[src/tti_pkg.sv]
/*
 * Shared constants and types for the translation-cache invalidation issuer.
 * Assumes the invalidation target decodes the type codes and entry bit fields below.
 */
package tti_pkg;

	// Tag invalidation types
	localparam logic [1:0] TAG_INV_ADDR = 2'h0;
	localparam logic [1:0] TAG_INV_SINGLE = 2'h1;
	localparam logic [1:0] TAG_INV_ALL = 2'h2;
	localparam logic [1:0] TAG_INV_KEEP_GLOBAL = 2'h3;

	// Extended-table invalidation types
	localparam logic [1:0] EXT_INV_SINGLE = 2'h1;
	localparam logic [1:0] EXT_INV_ALL = 2'h2;

	// Global-pages enable position in the feature control word
	localparam int FEAT_GLOBAL_BIT = 4;

	// Extended-table entry fields
	localparam int PRIV_LSB = 0;
	localparam int PRIV_MSB = 2;
	localparam int MTYPE_LSB = 3;
	localparam int MTYPE_MSB = 5;
	localparam int IGNORE_PAT_BIT = 6;
	localparam int MAPS_PAGE_BIT = 7;
	localparam int ADDR_LSB = 12;
	localparam int ADDR_MSB = 51;

	// Reset value of the tag owner slots
	localparam logic OWN_VALID_RESET = 1'b0;

	// User-side requests
	typedef enum logic [2:0] {
		TTI_OP_EMU_PAGE,
		TTI_OP_EMU_TBASE,
		TTI_OP_EMU_FEAT,
		TTI_OP_GUEST_ENTRY,
		TTI_OP_VIRT_ENTER,
		TTI_OP_VIRT_LEAVE,
		TTI_OP_ENTRY_MOD
	} tti_op_t;

	// Level of a modified extended-table entry
	typedef enum logic [1:0] {
		TTI_LVL_UPPER,
		TTI_LVL_DIR,
		TTI_LVL_LEAF
	} tti_level_t;

endpackage

[src/tti_chg_if.sv]
/*
 * Carrier between the issuer and its entry-change classifier.
 * Assumes both ends sit in the same clock domain; the path is combinational.
 */
`timescale 1ns/10ps
interface tti_chg_if;
	logic [63:0] old_entry; // Entry before the change
	logic [63:0] new_entry; // Entry after the change
	tti_pkg::tti_level_t level; // Paging level of the entry
	logic last; // Entry is the final one of a translation
	logic old_bad; // Old entry was misconfigured
	logic need; // Invalidation is required
	logic optional; // Invalidation is only advisable

	// Classifier end
	modport cls (
		input old_entry,
		input new_entry,
		input level,
		input last,
		input old_bad,
		output need,
		output optional
	);

	// Issuer end
	modport ctl (
		output old_entry,
		output new_entry,
		output level,
		output last,
		output old_bad,
		input need,
		input optional
	);
endinterface

[src/tti_chg_cls.sv]
/*
 * Decides whether an extended-table entry change needs an invalidation.
 * Assumes present means any privilege bit set in the old entry.
 */
`timescale 1ns/10ps
module tti_chg_cls (
	// Change description and verdict
	tti_chg_if.cls chg
);
	logic old_present; // Old entry could have been cached
	logic priv_drop; // Some privilege went from 1 to 0
	logic priv_raise; // Some privilege went from 0 to 1
	logic addr_chg; // Physical address changed
	logic page_chg; // Page-mapping bit changed on an upper or directory level
	logic mtype_chg; // Memory-type fields changed on the final entry

	// Field comparisons
	always_comb
	begin
		old_present = |chg.old_entry[tti_pkg::PRIV_MSB:tti_pkg::PRIV_LSB];
		priv_drop = |(chg.old_entry[tti_pkg::PRIV_MSB:tti_pkg::PRIV_LSB]
			& ~chg.new_entry[tti_pkg::PRIV_MSB:tti_pkg::PRIV_LSB]);
		priv_raise = |(~chg.old_entry[tti_pkg::PRIV_MSB:tti_pkg::PRIV_LSB]
			& chg.new_entry[tti_pkg::PRIV_MSB:tti_pkg::PRIV_LSB]);
		addr_chg = chg.old_entry[tti_pkg::ADDR_MSB:tti_pkg::ADDR_LSB]
			!= chg.new_entry[tti_pkg::ADDR_MSB:tti_pkg::ADDR_LSB];
		page_chg = (chg.level != tti_pkg::TTI_LVL_LEAF)
			&& (chg.old_entry[tti_pkg::MAPS_PAGE_BIT] != chg.new_entry[tti_pkg::MAPS_PAGE_BIT]);
		mtype_chg = chg.last
			&& ((chg.old_entry[tti_pkg::MTYPE_MSB:tti_pkg::MTYPE_LSB]
			!= chg.new_entry[tti_pkg::MTYPE_MSB:tti_pkg::MTYPE_LSB])
			|| (chg.old_entry[tti_pkg::IGNORE_PAT_BIT] != chg.new_entry[tti_pkg::IGNORE_PAT_BIT]));
	end

	// Verdict; an absent or misconfigured old entry was never cached
	always_comb
	begin
		if (!old_present || chg.old_bad)
		begin
			chg.need = 1'b0;
			chg.optional = 1'b0;
		end
		else
		begin
			chg.need = priv_drop || addr_chg || page_chg || mtype_chg;
			chg.optional = priv_raise && !chg.need;
		end
	end
endmodule

[src/tti_issuer.sv]
/*
 * Invalidation issuer: turns hypervisor events into tag and extended-table
 * invalidation commands towards the translation cache of processor 0; entry-change flushes go to each logical processor.
 * Assumes the cache takes a command on valid and ready and pulses done once it
 * has removed the entries, and that user requests are held until accepted.
 */
// Contract
// - Page emulation sends type 0 with address
// - Table-base emulation sends type 3 with tag
// - Global-enable change sends type 1 with tag
// - Never share tag across different page tables; checked only with extended tables off, while the tag holds its owner slot
// - Interrupt-page change: single-context tag flush first
// - All-context tag flush at enter or leave
// - Privilege drop or address change: extended flush
// - Page bit or memory-type change: extended flush
// - Privilege raise: extended flush only optional
// - Interrupt-page change: extended flush of pointer
// - All-context extended flush at enter or leave
// - Propagate extended flush to every logical processor; only entry-change flushes are repeated per processor here
`timescale 1ns/10ps
module tti_issuer #(
	parameter int TAG_W = 16, // Virtual processor tag width
	parameter int NUM_LP = 4, // Logical processors sharing the tables
	parameter int OWN_DEPTH = 8, // Tag owner slots, a power of two
	parameter bit ISSUE_OPTIONAL = 1'b0 // Also flush on privilege raise
) (
	// Clock and reset
	input wire logic clk_sys_i,
	input wire logic reset_i,
	// User request
	input wire logic req_valid_i,
	output logic req_ready_o,
	input wire tti_pkg::tti_op_t req_op_i,
	input wire logic [TAG_W-1:0] req_tag_i,
	input wire logic [63:0] req_addr_i,
	input wire logic [63:0] req_base_i,
	input wire logic req_ext_en_i,
	input wire logic req_intc_was_on_i,
	input wire logic req_intc_on_i,
	input wire logic req_intc_addr_chg_i,
	input wire logic [63:0] req_old_i,
	input wire logic [63:0] req_new_i,
	input wire tti_pkg::tti_level_t req_level_i,
	input wire logic req_last_i,
	input wire logic req_old_bad_i,
	// User response
	output logic rsp_valid_o,
	output logic rsp_err_o,
	// Invalidation command towards the cache
	output logic inv_valid_o,
	input wire logic inv_ready_i,
	output logic inv_ext_o,
	output logic [1:0] inv_type_o,
	output logic [TAG_W-1:0] inv_tag_o,
	output logic [63:0] inv_operand_o,
	output logic [((NUM_LP > 1) ? $clog2(NUM_LP) : 1)-1:0] inv_lp_o,
	input wire logic inv_done_i
);
	localparam int LP_W = (NUM_LP > 1) ? $clog2(NUM_LP) : 1; // Processor index width
	localparam int OWN_IW = (OWN_DEPTH > 1) ? $clog2(OWN_DEPTH) : 1; // Owner slot index width
	localparam logic [LP_W-1:0] LP_LAST = LP_W'(NUM_LP - 1); // Highest processor index
	localparam logic [TAG_W-1:0] TAG_ZERO = '0; // The host's own tag

	// One invalidation command
	typedef struct packed {
		logic ext; // Extended-table command, else tag command
		logic [1:0] kind; // Invalidation type
		logic [TAG_W-1:0] tag; // Processor tag operand
		logic [63:0] opnd; // Linear address or table pointer
		logic all_lp; // Repeat on every logical processor
	} tti_cmd_t;

	// Which guest table base owns a tag
	typedef struct packed {
		logic valid; // Slot in use
		logic [TAG_W-1:0] tag; // Full tag held in the slot
		logic [63:0] base; // Page table base bound to it
	} tti_own_t;

	// Sequencer states
	typedef enum logic [1:0] {
		ST_IDLE,
		ST_ISSUE,
		ST_WAIT,
		ST_RESP
	} tti_state_t;

	// Whole state of the issuer
	typedef struct packed {
		tti_state_t state; // Sequencer state
		tti_cmd_t [1:0] cmds; // Pending commands, slot 0 on the pins
		logic [1:0] ncmd; // Commands still to issue
		logic [LP_W-1:0] lp; // Processor being served
		logic rsp_valid; // Response pulse
		logic rsp_err; // Request refused
		tti_own_t [OWN_DEPTH-1:0] own; // Tag owner table
	} tti_st_t;

	tti_st_t st; // Registered state
	tti_st_t next_st; // Next state
	tti_chg_if chg (); // Link to the entry classifier
	logic [OWN_IW-1:0] own_idx; // Owner slot of the request tag
	logic tag_clash; // Request would share a tag across tables

	// Builds one command
	function automatic tti_cmd_t mk_cmd(input logic ext, input logic [1:0] kind,
		input logic [TAG_W-1:0] tag, input logic [63:0] opnd, input logic all_lp);
		tti_cmd_t c;
		c.ext = ext;
		c.kind = kind;
		c.tag = tag;
		c.opnd = opnd;
		c.all_lp = all_lp;
		return c;
	endfunction

	// Entry classifier
	tti_chg_cls u_cls (
		.chg(chg)
	);

	// Feed the classifier from the request
	always_comb
	begin
		chg.old_entry = req_old_i;
		chg.new_entry = req_new_i;
		chg.level = req_level_i;
		chg.last = req_last_i;
		chg.old_bad = req_old_bad_i;
	end

	// Owner table lookup for the request tag
	always_comb
	begin
		own_idx = req_tag_i[OWN_IW-1:0];
		tag_clash = !req_ext_en_i && (req_tag_i != TAG_ZERO) && st.own[own_idx].valid
			&& (st.own[own_idx].tag == req_tag_i) && (st.own[own_idx].base != req_base_i);
	end

	// Next-state logic
	always_comb
	begin
		next_st = st;
		next_st.rsp_valid = 1'b0;
		unique case (st.state)
			ST_IDLE:
			begin
				if (req_valid_i)
				begin
					next_st.rsp_err = 1'b0;
					next_st.ncmd = 2'h0;
					next_st.lp = '0;
					next_st.state = ST_RESP;
					unique case (req_op_i)
						tti_pkg::TTI_OP_EMU_PAGE:
						begin
							// Emulated single-page invalidate, only reached when trapping
							next_st.cmds[0] = mk_cmd(1'b0, tti_pkg::TAG_INV_ADDR, req_tag_i, req_addr_i, 1'b0);
							next_st.ncmd = 2'h1;
						end
						tti_pkg::TTI_OP_EMU_TBASE:
						begin
							// Emulated table-base write keeps globals
							next_st.cmds[0] = mk_cmd(1'b0, tti_pkg::TAG_INV_KEEP_GLOBAL, req_tag_i, '0, 1'b0);
							next_st.ncmd = 2'h1;
						end
						tti_pkg::TTI_OP_EMU_FEAT:
						begin
							// Only a change of global-pages enable needs a flush
							if (req_old_i[tti_pkg::FEAT_GLOBAL_BIT] != req_new_i[tti_pkg::FEAT_GLOBAL_BIT])
							begin
								next_st.cmds[0] = mk_cmd(1'b0, tti_pkg::TAG_INV_SINGLE, req_tag_i, '0, 1'b0);
								next_st.ncmd = 2'h1;
							end
						end
						tti_pkg::TTI_OP_GUEST_ENTRY:
						begin
							if (tag_clash)
							begin
								// Refuse the entry, nothing is issued
								next_st.rsp_err = 1'b1;
							end
							else
							begin
								// Bind the tag to this table base
								if (!req_ext_en_i && (req_tag_i != TAG_ZERO))
								begin
									next_st.own[own_idx].valid = 1'b1;
									next_st.own[own_idx].tag = req_tag_i;
									next_st.own[own_idx].base = req_base_i;
								end
								// Interrupt page newly virtualized or moved
								if ((!req_intc_was_on_i && req_intc_on_i) || req_intc_addr_chg_i)
								begin
									if (req_tag_i != TAG_ZERO)
									begin
										next_st.cmds[0] = mk_cmd(1'b0, tti_pkg::TAG_INV_SINGLE, req_tag_i, '0, 1'b0);
										next_st.ncmd = 2'h1;
									end
									if (req_ext_en_i)
									begin
										if (req_tag_i != TAG_ZERO)
										begin
											next_st.cmds[1] = mk_cmd(1'b1, tti_pkg::EXT_INV_SINGLE, '0, req_addr_i, 1'b0);
											next_st.ncmd = 2'h2;
										end
										else
										begin
											next_st.cmds[0] = mk_cmd(1'b1, tti_pkg::EXT_INV_SINGLE, '0, req_addr_i, 1'b0);
											next_st.ncmd = 2'h1;
										end
									end
								end
							end
						end
						tti_pkg::TTI_OP_VIRT_ENTER,
						tti_pkg::TTI_OP_VIRT_LEAVE:
						begin
							// Fresh session: flush both caches and forget tag owners
							next_st.cmds[0] = mk_cmd(1'b0, tti_pkg::TAG_INV_ALL, '0, '0, 1'b0);
							next_st.cmds[1] = mk_cmd(1'b1, tti_pkg::EXT_INV_ALL, '0, '0, 1'b0);
							next_st.ncmd = 2'h2;
							for (int i = 0; i < OWN_DEPTH; i++)
							begin
								next_st.own[i].valid = tti_pkg::OWN_VALID_RESET;
							end
						end
						tti_pkg::TTI_OP_ENTRY_MOD:
						begin
							// Extended entry changed; pointer in the address operand
							if (chg.need || (ISSUE_OPTIONAL && chg.optional))
							begin
								next_st.cmds[0] = mk_cmd(1'b1, tti_pkg::EXT_INV_SINGLE, '0, req_addr_i, 1'b1);
								next_st.ncmd = 2'h1;
							end
						end
						default:
						begin
							// Unknown code: refuse
							next_st.rsp_err = 1'b1;
						end
					endcase
					if (next_st.ncmd != 2'h0)
					begin
						next_st.state = ST_ISSUE;
					end
				end
			end
			ST_ISSUE:
			begin
				// Hold the command until the cache takes it
				if (inv_ready_i)
				begin
					next_st.state = ST_WAIT;
				end
			end
			ST_WAIT:
			begin
				// Next command only after the cache reports removal
				if (inv_done_i)
				begin
					if (st.cmds[0].all_lp && (st.lp != LP_LAST))
					begin
						// Same command on the next logical processor
						next_st.lp = LP_W'(st.lp + 1'b1);
						next_st.state = ST_ISSUE;
					end
					else
					begin
						next_st.lp = '0;
						next_st.cmds[0] = st.cmds[1];
						next_st.ncmd = st.ncmd - 2'h1;
						next_st.state = (st.ncmd == 2'h1) ? ST_RESP : ST_ISSUE;
					end
				end
			end
			ST_RESP:
			begin
				// One-cycle response, then accept again
				next_st.rsp_valid = 1'b1;
				next_st.state = ST_IDLE;
			end
		endcase
	end

	// State register; owner table empty after reset
	always_ff @(posedge clk_sys_i or posedge reset_i)
	begin
		if (reset_i)
		begin
			st <= '0;
		end
		else
		begin
			st <= next_st;
		end
	end

	// Outputs
	always_comb
	begin
		req_ready_o = (st.state == ST_IDLE);
		rsp_valid_o = st.rsp_valid;
		rsp_err_o = st.rsp_err;
		inv_valid_o = (st.state == ST_ISSUE);
		inv_ext_o = st.cmds[0].ext;
		inv_type_o = st.cmds[0].kind;
		inv_tag_o = st.cmds[0].tag;
		inv_operand_o = st.cmds[0].opnd;
		inv_lp_o = st.lp;
	end
endmodule

[config.mk]
export PLATFORM = sky130hd
export DESIGN_NAME = tti_issuer
export DESIGN_NICKNAME = d
export VERILOG_FILES = /design/src/tti_pkg.sv /design/src/tti_chg_if.sv /design/src/tti_chg_cls.sv /design/src/tti_issuer.sv
export SDC_FILE = /design/constraint.sdc
export NUM_CORES = 2
export LEC_CHECK = 0
export CELL_PAD_IN_SITES_DETAIL_PLACEMENT = 1
export CELL_PAD_IN_SITES_GLOBAL_PLACEMENT = 1
export CORE_MARGIN = 2
export CORE_UTILIZATION = 30
export DETAILED_ROUTE_END_ITERATION = 6
export DONT_BUFFER_PORTS = 1
export PLACE_DENSITY = 0.53
export SETUP_SLACK_MARGIN = 0.02
export SLEW_MARGIN = 25
export SYNTH_ARGS = -nofsm -noshare
export SYNTH_HDL_FRONTEND = slang
export SYNTH_SLANG_ARGS = --single-unit
[constraint.sdc]
create_clock -name clk_sys_i -period 27 [get_ports clk_sys_i]
set_clock_uncertainty 0.15 [all_clocks]
set_input_delay 2.7 -clock clk_sys_i [delete_from_list [all_inputs] [get_ports clk_sys_i]]
set_output_delay 2.7 -clock clk_sys_i [all_outputs]
set_load 0.005 [all_outputs]
After elaboration in Yosys (flattened, before gate mapping)
Index checks and enable logic that the tools add are counted.
Widths: inputs -> output; s select.
{ "classes": {"addsub": 2, "n_lt_le_gt_ge": 2, "eq_ne": 33, "muxes": 49, "bitwise": 3, "n_reduce_logical": 36} }
{ "ops": {"columns": ["op", "count"], "rows": [
  ["$bwmux 648", 3],
  ["$mux 648", 2],
  ["$demux 81 s3", 3],
  ["$mux 86", 6],
  ["$pmux 86 s6", 1],
  ["$mux 170", 3],
  ["$bmux 81 s3", 1],
  ["$pmux 88 s2", 1],
  ["$mux 174", 1],
  ["$mux 84", 2],
  ["$pmux 84 s2", 1],
  ["$mux 81", 2],
  ["$mux 88", 1],
  ["$mux 80", 1],
  ["$mux 64", 1],
  ["$ne 64x64->1", 1],
  ["$ne 40x40->1", 1],
  ["$ne 2x2->1 const B", 10],
  ["$pmux 1 s2", 9],
  ["$eq 16x16->1", 1],
  ["$reduce_bool 16->1", 1],
  ["$mux 2", 7],
  ["$ne 3x3->1 const B", 4],
  ["$reduce_and 5->1", 2],
  ["other kinds (32)", 60]
]} }
{ "totals": {"regBits": 824, "input_bits": 288, "out_inout_bits": 89, "elab_cells": 164} }

Logic depth before layout (Yosys ltp)
{ "depth": {"depth_word": 15, "depth_mapped": 18, "depth_no_buf": 11} }

Modules after synthesis
From an unflattened synthesis, not the netlist that was laid out.
{ "unflattened": {"cells_unflattened": 2856, "hier_area_um2": 40108.5} }
{ "by_module_without_submodules": {"columns": ["mod", "n_inst", "cells_each", "area_each_um2", "seq_area_each_um2"], "rows": [
  ["tti_issuer", 1, 2781, 39490.4, 20194.4],
  ["tti_chg_cls", 1, 75, 618.1, 0.0]
]} }

Worst setup path before layout
No wires, ideal clock.
{ "synth_path": {"kind": "input to register", "start": "input port req_tag_i[1]", "end": "register st (netlist bit inv_operand_o[10])", "setup_ps": 66, "arrival_time_ps": 5957, "t_required_ps": 26784, "slack_ps": 20827, "stages": 13, "n_path_buf": 4, "path_cell_list": "buf_4 buf_2 buf_1 mux4_2 mux2i_1 xor2_1 nand4_1 nor4_4 a21oi_2 or4_1 a21oi_4 buf_6 a221o_1"} }
{ "synth_between": {"elab_chain_len": 11, "elab_cells_between_ends": 21, "classes_between": "eq/ne: 3; mux: 12; reduce/logical: 6"} }
{ "synth_rtl": {"columns": ["item", "line", "source"], "rows": [
  ["start, declared", "tti_issuer.sv:34", "input wire logic [TAG_W-1:0] req_tag_i,"],
  ["$reduce_bool 16->1", "tti_issuer.sv:136, tti_issuer.sv:195, tti_issuer.sv:202", null],
  ["$mux 86", "tti_issuer.sv:195", "if (req_tag_i != TAG_ZERO)"],
  ["$mux 84", "tti_issuer.sv:202", "if (req_tag_i != TAG_ZERO)"],
  ["$mux 170", "tti_issuer.sv:200", "if (req_ext_en_i)"],
  ["$mux 170", "tti_issuer.sv:193", "if ((!req_intc_was_on_i && req_intc_on_i) || req_intc_addr_chg_i)"],
  ["$mux 170", "tti_issuer.sv:178", "if (tag_clash)"],
  ["$pmux 86 s6", "tti_issuer.sv:154", "unique case (req_op_i)"],
  ["$mux 86", "tti_issuer.sv:148", "if (req_valid_i)"],
  ["$mux 86", "tti_issuer.sv:145", "unique case (st.state)"],
  ["$mux 174", "tti_issuer.sv:148", null],
  ["$pmux 88 s2", "tti_issuer.sv:145", null],
  ["end signal, assigned", "tti_issuer.sv:295", "st <= next_st;"],
  ["end, declared", "tti_issuer.sv:99", "tti_st_t st;"]
]} }
Parallel ways exist; a longest one is shown, timed or not. The select of a mux whose other input is x is not followed.
A chain may end at the register's enable or synchronous reset.

Final worst setup path
{ "layout_path": {"start": "input port req_tag_i[0]", "end": "register st[263] in the netlist's numbering"} }
{ "layout_between": {"elab_chain_len": 7, "elab_cells_between_ends": 21, "classes_between": "order compare: 2; eq/ne: 2; mux: 9; bitwise: 1; reduce/logical: 7"} }
{ "layout_rtl": {"columns": ["item", "line", "source"], "rows": [
  ["$bmux 81 s3 or $reduce_bool 16->1 (tied branches)", "tti_issuer.sv:136, tti_issuer.sv:137, tti_issuer.sv:186", null],
  ["$mux 81 (not written as such) or $logic_and 1x1->1 (tied branches)", "tti_issuer.sv:137, tti_issuer.sv:136, tti_issuer.sv:186", null],
  ["$eq 16x16->1 or $logic_and 1x1->1 (tied branches)", "tti_issuer.sv:137, tti_issuer.sv:136", null],
  ["$logic_and 1x1->1 (2 in series)", "tti_issuer.sv:137", "&& (st.own[own_idx].tag == req_tag_i) && (st.own[own_idx].base != req_base_i);"],
  ["$not 1->1 (no source line)", null, null],
  ["$reduce_and 5->1 (no source line)", null, null]
]} }
Parallel ways exist; a longest one is shown, timed or not. The select of a mux whose other input is x is not followed.

==> flow_metrics.env <==
export IMPL_fillCellCount=13100
export IMPL_drtIter0Drc=1173
export IMPL_hold_buffers=0
export IMPL_fin_area_um2=42100
export IMPL_maxCapViolCount=0
export IMPL_crit_fanout=76
export IMPL_slowest_stage="and4_4"
export IMPL_boundaryPins=377
export IMPL_ys_warn_count=0
export IMPL_synth_ff_type="dfrtp_1"
export IMPL_crit_top_cell="buf_4"
export IMPL_path_cells="inv_2 > buf_4 > mux2i_1 > xnor2_1 > nor4_1 > nand4_1 > nor4_4 > a21oi_2 > nor2_2 > and4_4 > buf_4 > mux2_2"
export IMPL_cp_start_kind="input pin"
export IMPL_worstMarginPinSlew_ns=1.01
export IMPL_num_vias=22400
export IMPL_drive_gt1_share_pct=34.5
export IMPL_dpl_hpwl_um=63000
export IMPL_swShare_pct=25.9
export IMPL_post_route_min_period_ns=8.23
export IMPL_post_cts_setup_buffers=0
export IMPL_async_reset_ff_share_pct=100
export IMPL_finalNetCount=2917
export IMPL_antenna_found_initial=2
export IMPL_gp_congestion=0.762
export IMPL_dieArea_um2=130000
export IMPL_tns_ns=0
export IMPL_start_util_pct=30.3
export IMPL_p_leak_nw=19.9
export IMPL_clockPowerShare_pct=40.9
export IMPL_seq_area_um2=20200
export IMPL_port_buffers=0
export IMPL_rows=130
export IMPL_max_clock_freq_mhz=122
export IMPL_slowest_delay_ns=0.88
export IMPL_rsz0062_at_grt="false"
export IMPL_dpl_instance_area_um2=38700
export IMPL_drc_errors=0
export IMPL_ys_ff_latch=807
export IMPL_synthCells=2830
export IMPL_cts_sinks=807
export IMPL_ant_nets=0
export IMPL_synth_nets=3122
export IMPL_root_buffer="clkbuf_16"
export IMPL_yosysSeqAreaShare_pct=52.9
export IMPL_cts_buffers=95
export IMPL_wire_per_inst_um=24.4
export IMPL_dieHeight_um=361
export IMPL_synth_edf_count=0
export IMPL_status="finished, final reports clean"
export IMPL_crit_arrival_ns=8.63
export IMPL_reg2reg_setup_slack_ns=20.95
export IMPL_crit_required_ns=27.40
export IMPL_grt_pass1_vias=25200
export IMPL_cts_tree="done"
export IMPL_wl_um=106000
export IMPL_die_w_um=361
export IMPL_clockBufferDepth=3
export IMPL_critPathCaptureType="flop"
export IMPL_drt_first_pass_iters=5
export IMPL_cts_clk_slew_worst_paths_ns=0.06
export IMPL_diodes=0
export IMPL_p_sw_w=0.000839
export IMPL_synth_top_cell_area_share_pct=52.9
export IMPL_syn_area_um2=38200
export IMPL_area_growth_pct=10.1
export IMPL_coreArea_um2=126000
export IMPL_multi_input_area_um2=15800
export IMPL_grt_max_degree=218
export IMPL_ys_types=68
export IMPL_drv_slew=0
export IMPL_cts_resized=0
export IMPL_p_int_w=0.00240
export IMPL_p_seq_share_pct=47.1
export IMPL_vias_per_cell=5.16
export IMPL_combPwrFrac_pct=12.0
export IMPL_h_tree_depth=3
export IMPL_overflow=0
export IMPL_avgSynthCellArea_um2=13.5
export IMPL_worstSetupPathType="input pin to flop"
export IMPL_clkLatencyLatePin_ns=0.69
export IMPL_grt_pass1_wl_um=162000
export IMPL_period_share_pct=30.5
export IMPL_setup_viol=0
export IMPL_final_hold_viol_count=0
export IMPL_p_per_area_nw_per_um2=77.0
export IMPL_synth_area_leaders="dfrtp_1 (53%), mux2_2 (18%), mux4_2 (5.8%)"
export IMPL_peakVddDrop_uv=48.4
export IMPL_relSlewSlack_pct=32.8
export IMPL_synth_area_leader_cell="dfrtp_1"
export IMPL_grt_util_all_layers_pct=16.3
export IMPL_hold_path_class="flop to flop"
-- critical path, delay by kind of cell --
family / cells / cell delay (ns)
AND/OR/NAND/NOR: 5 / 2.86
XOR/XNOR: 1 / 0.17
multiplexers: 2 / 0.71
buffers and inverters: 3 / 1.59
AO/OA/AOI/OAI: 1 / 0.27
-- logic make-up after synthesis --
| group | count (synthesis) | share of synthesized area (%) |
|---|---|---|
| xor gates and xnor gates | 102 | 2.34 |
| DFF | 807 | 52.9 |
| adders and majority gates | 4 | 0.131 |
| and+or+nand+nor | 311 | 4.69 |
| AOI/OAI and AO/OA | 306 | 6.07 |
| buffers and inverters | 427 | 5.79 |
| muxes | 873 | 28.1 |
-- flip-flops by register name (all words and copies together), names as in the netlist --
name and count:
inv_tag_o 16, st 720, rsp_err_o 1, rsp_valid_o 1
inv_type_o 2, inv_operand_o 64, inv_lp_o 2, inv_ext_o 1
-- final timing paths --
| path | start | end | cells after the start |
|---|---|---|---|
| hold reg to reg | st[632]$_DFFE_PP0P_ | st[632]$_DFFE_PP0P_ | 1 |
| hold / removal | st[632]$_DFFE_PP0P_ | st[632]$_DFFE_PP0P_ | 1 |
| min in group asynchronous | reset_i | st[653]$_DFFE_PP0P_ | 1 |
| setup reg to reg | st[96]$_DFFE_PP0P_ | st[263]$_DFFE_PP0P_ | 11 |
| setup / recovery | req_tag_i[0] | st[263]$_DFFE_PP0P_ | 12 |
| max in group asynchronous | reset_i | st[250]$_DFFE_PP0P_ | 5 |
-- per-layer routing --
layer | vias up | track usage [%] | routed length [um]
met4 | 2 | 4.35 | 2560
met3 | 144 | 4.68 | 6280
li1 | 9747 | - | -
met2 | 477 | 27.5 | 51500
met5 | - | 0 | 9
met1 | 12000 | 20.3 | 45700
-- power groups by stage --
stage | Clock (W) | Sequential [W] | Combinational, W
final | 0.00132 | 0.00152 | 0.000387
after CTS | 0.00138 | 0.00153 | 0.000394
after detailed placement | 0 | 0.00155 | 0.000391
after global placement | 0 | 0.00153 | 0.000375
after global routing | 0.00142 | 0.00155 | 0.000433
after floorplan | 0 | 0.00149 | 0.000420
-- Yosys cell counts (26+ instances only) --
cell type  instances
dfrtp_1          807
mux2_2           627
mux2i_1          148
buf_2            104
mux4_2            98
buf_4             95
inv_1             89
o21ai_0           78
and2_1            74
nand3_1           73
xnor2_1           71
a221o_1           68
clkbuf_1          66
buf_1             54
a22oi_1           41
xor2_1            31
a22o_1            26
nand2_1           26
nand4_1           26
-- layout by cell type (no fill, tap or decap), types with 41 or more instances in the layout --
master     Yosys  layout
mux2i_1      148     148
mux4_2        98      98
and2_1        74      74
clkbuf_16      0      95
nand3_1       73      73
a22oi_1       41      41
inv_1         89      88
o21ai_0       78      78
dfrtp_1      807     807
mux2_2       627     627
xnor2_1       71      71
a221o_1       68      68
-- per-stage QoR --
stage | hold WS [ns] | util, % | instances | setup slack (ns) | total power, W
after CTS | 0.320 | 33.3 | 4342 | 18.96 | 0.00330
final | 0.317 | 33.4 | 4346 | 18.77 | 0.00324
after detailed placement | 0.302 | 30.7 | 4174 | 18.22 | 0.00194
after global routing | 0.347 | 33.4 | 4346 | 18.78 | 0.00341
after global placement | 0.293 | 30.7 | 4174 | 18.33 | 0.00191
after floorplan | 0.279 | - | 2830 | 1.49 | 0.00191
-- cell type report --
cell class | count | area share (%)
inverters | 91 | 0.842
flip-flops and latches | 807 | 48.0
well taps | 1650 | 4.91
clock inverters | 35 | 1.26
clock buffers | 133 | 6.40
repair buffers | 34 | 0.896
multi-input cells | 1596 | 37.7
Power figures use the tool's default switching activity.
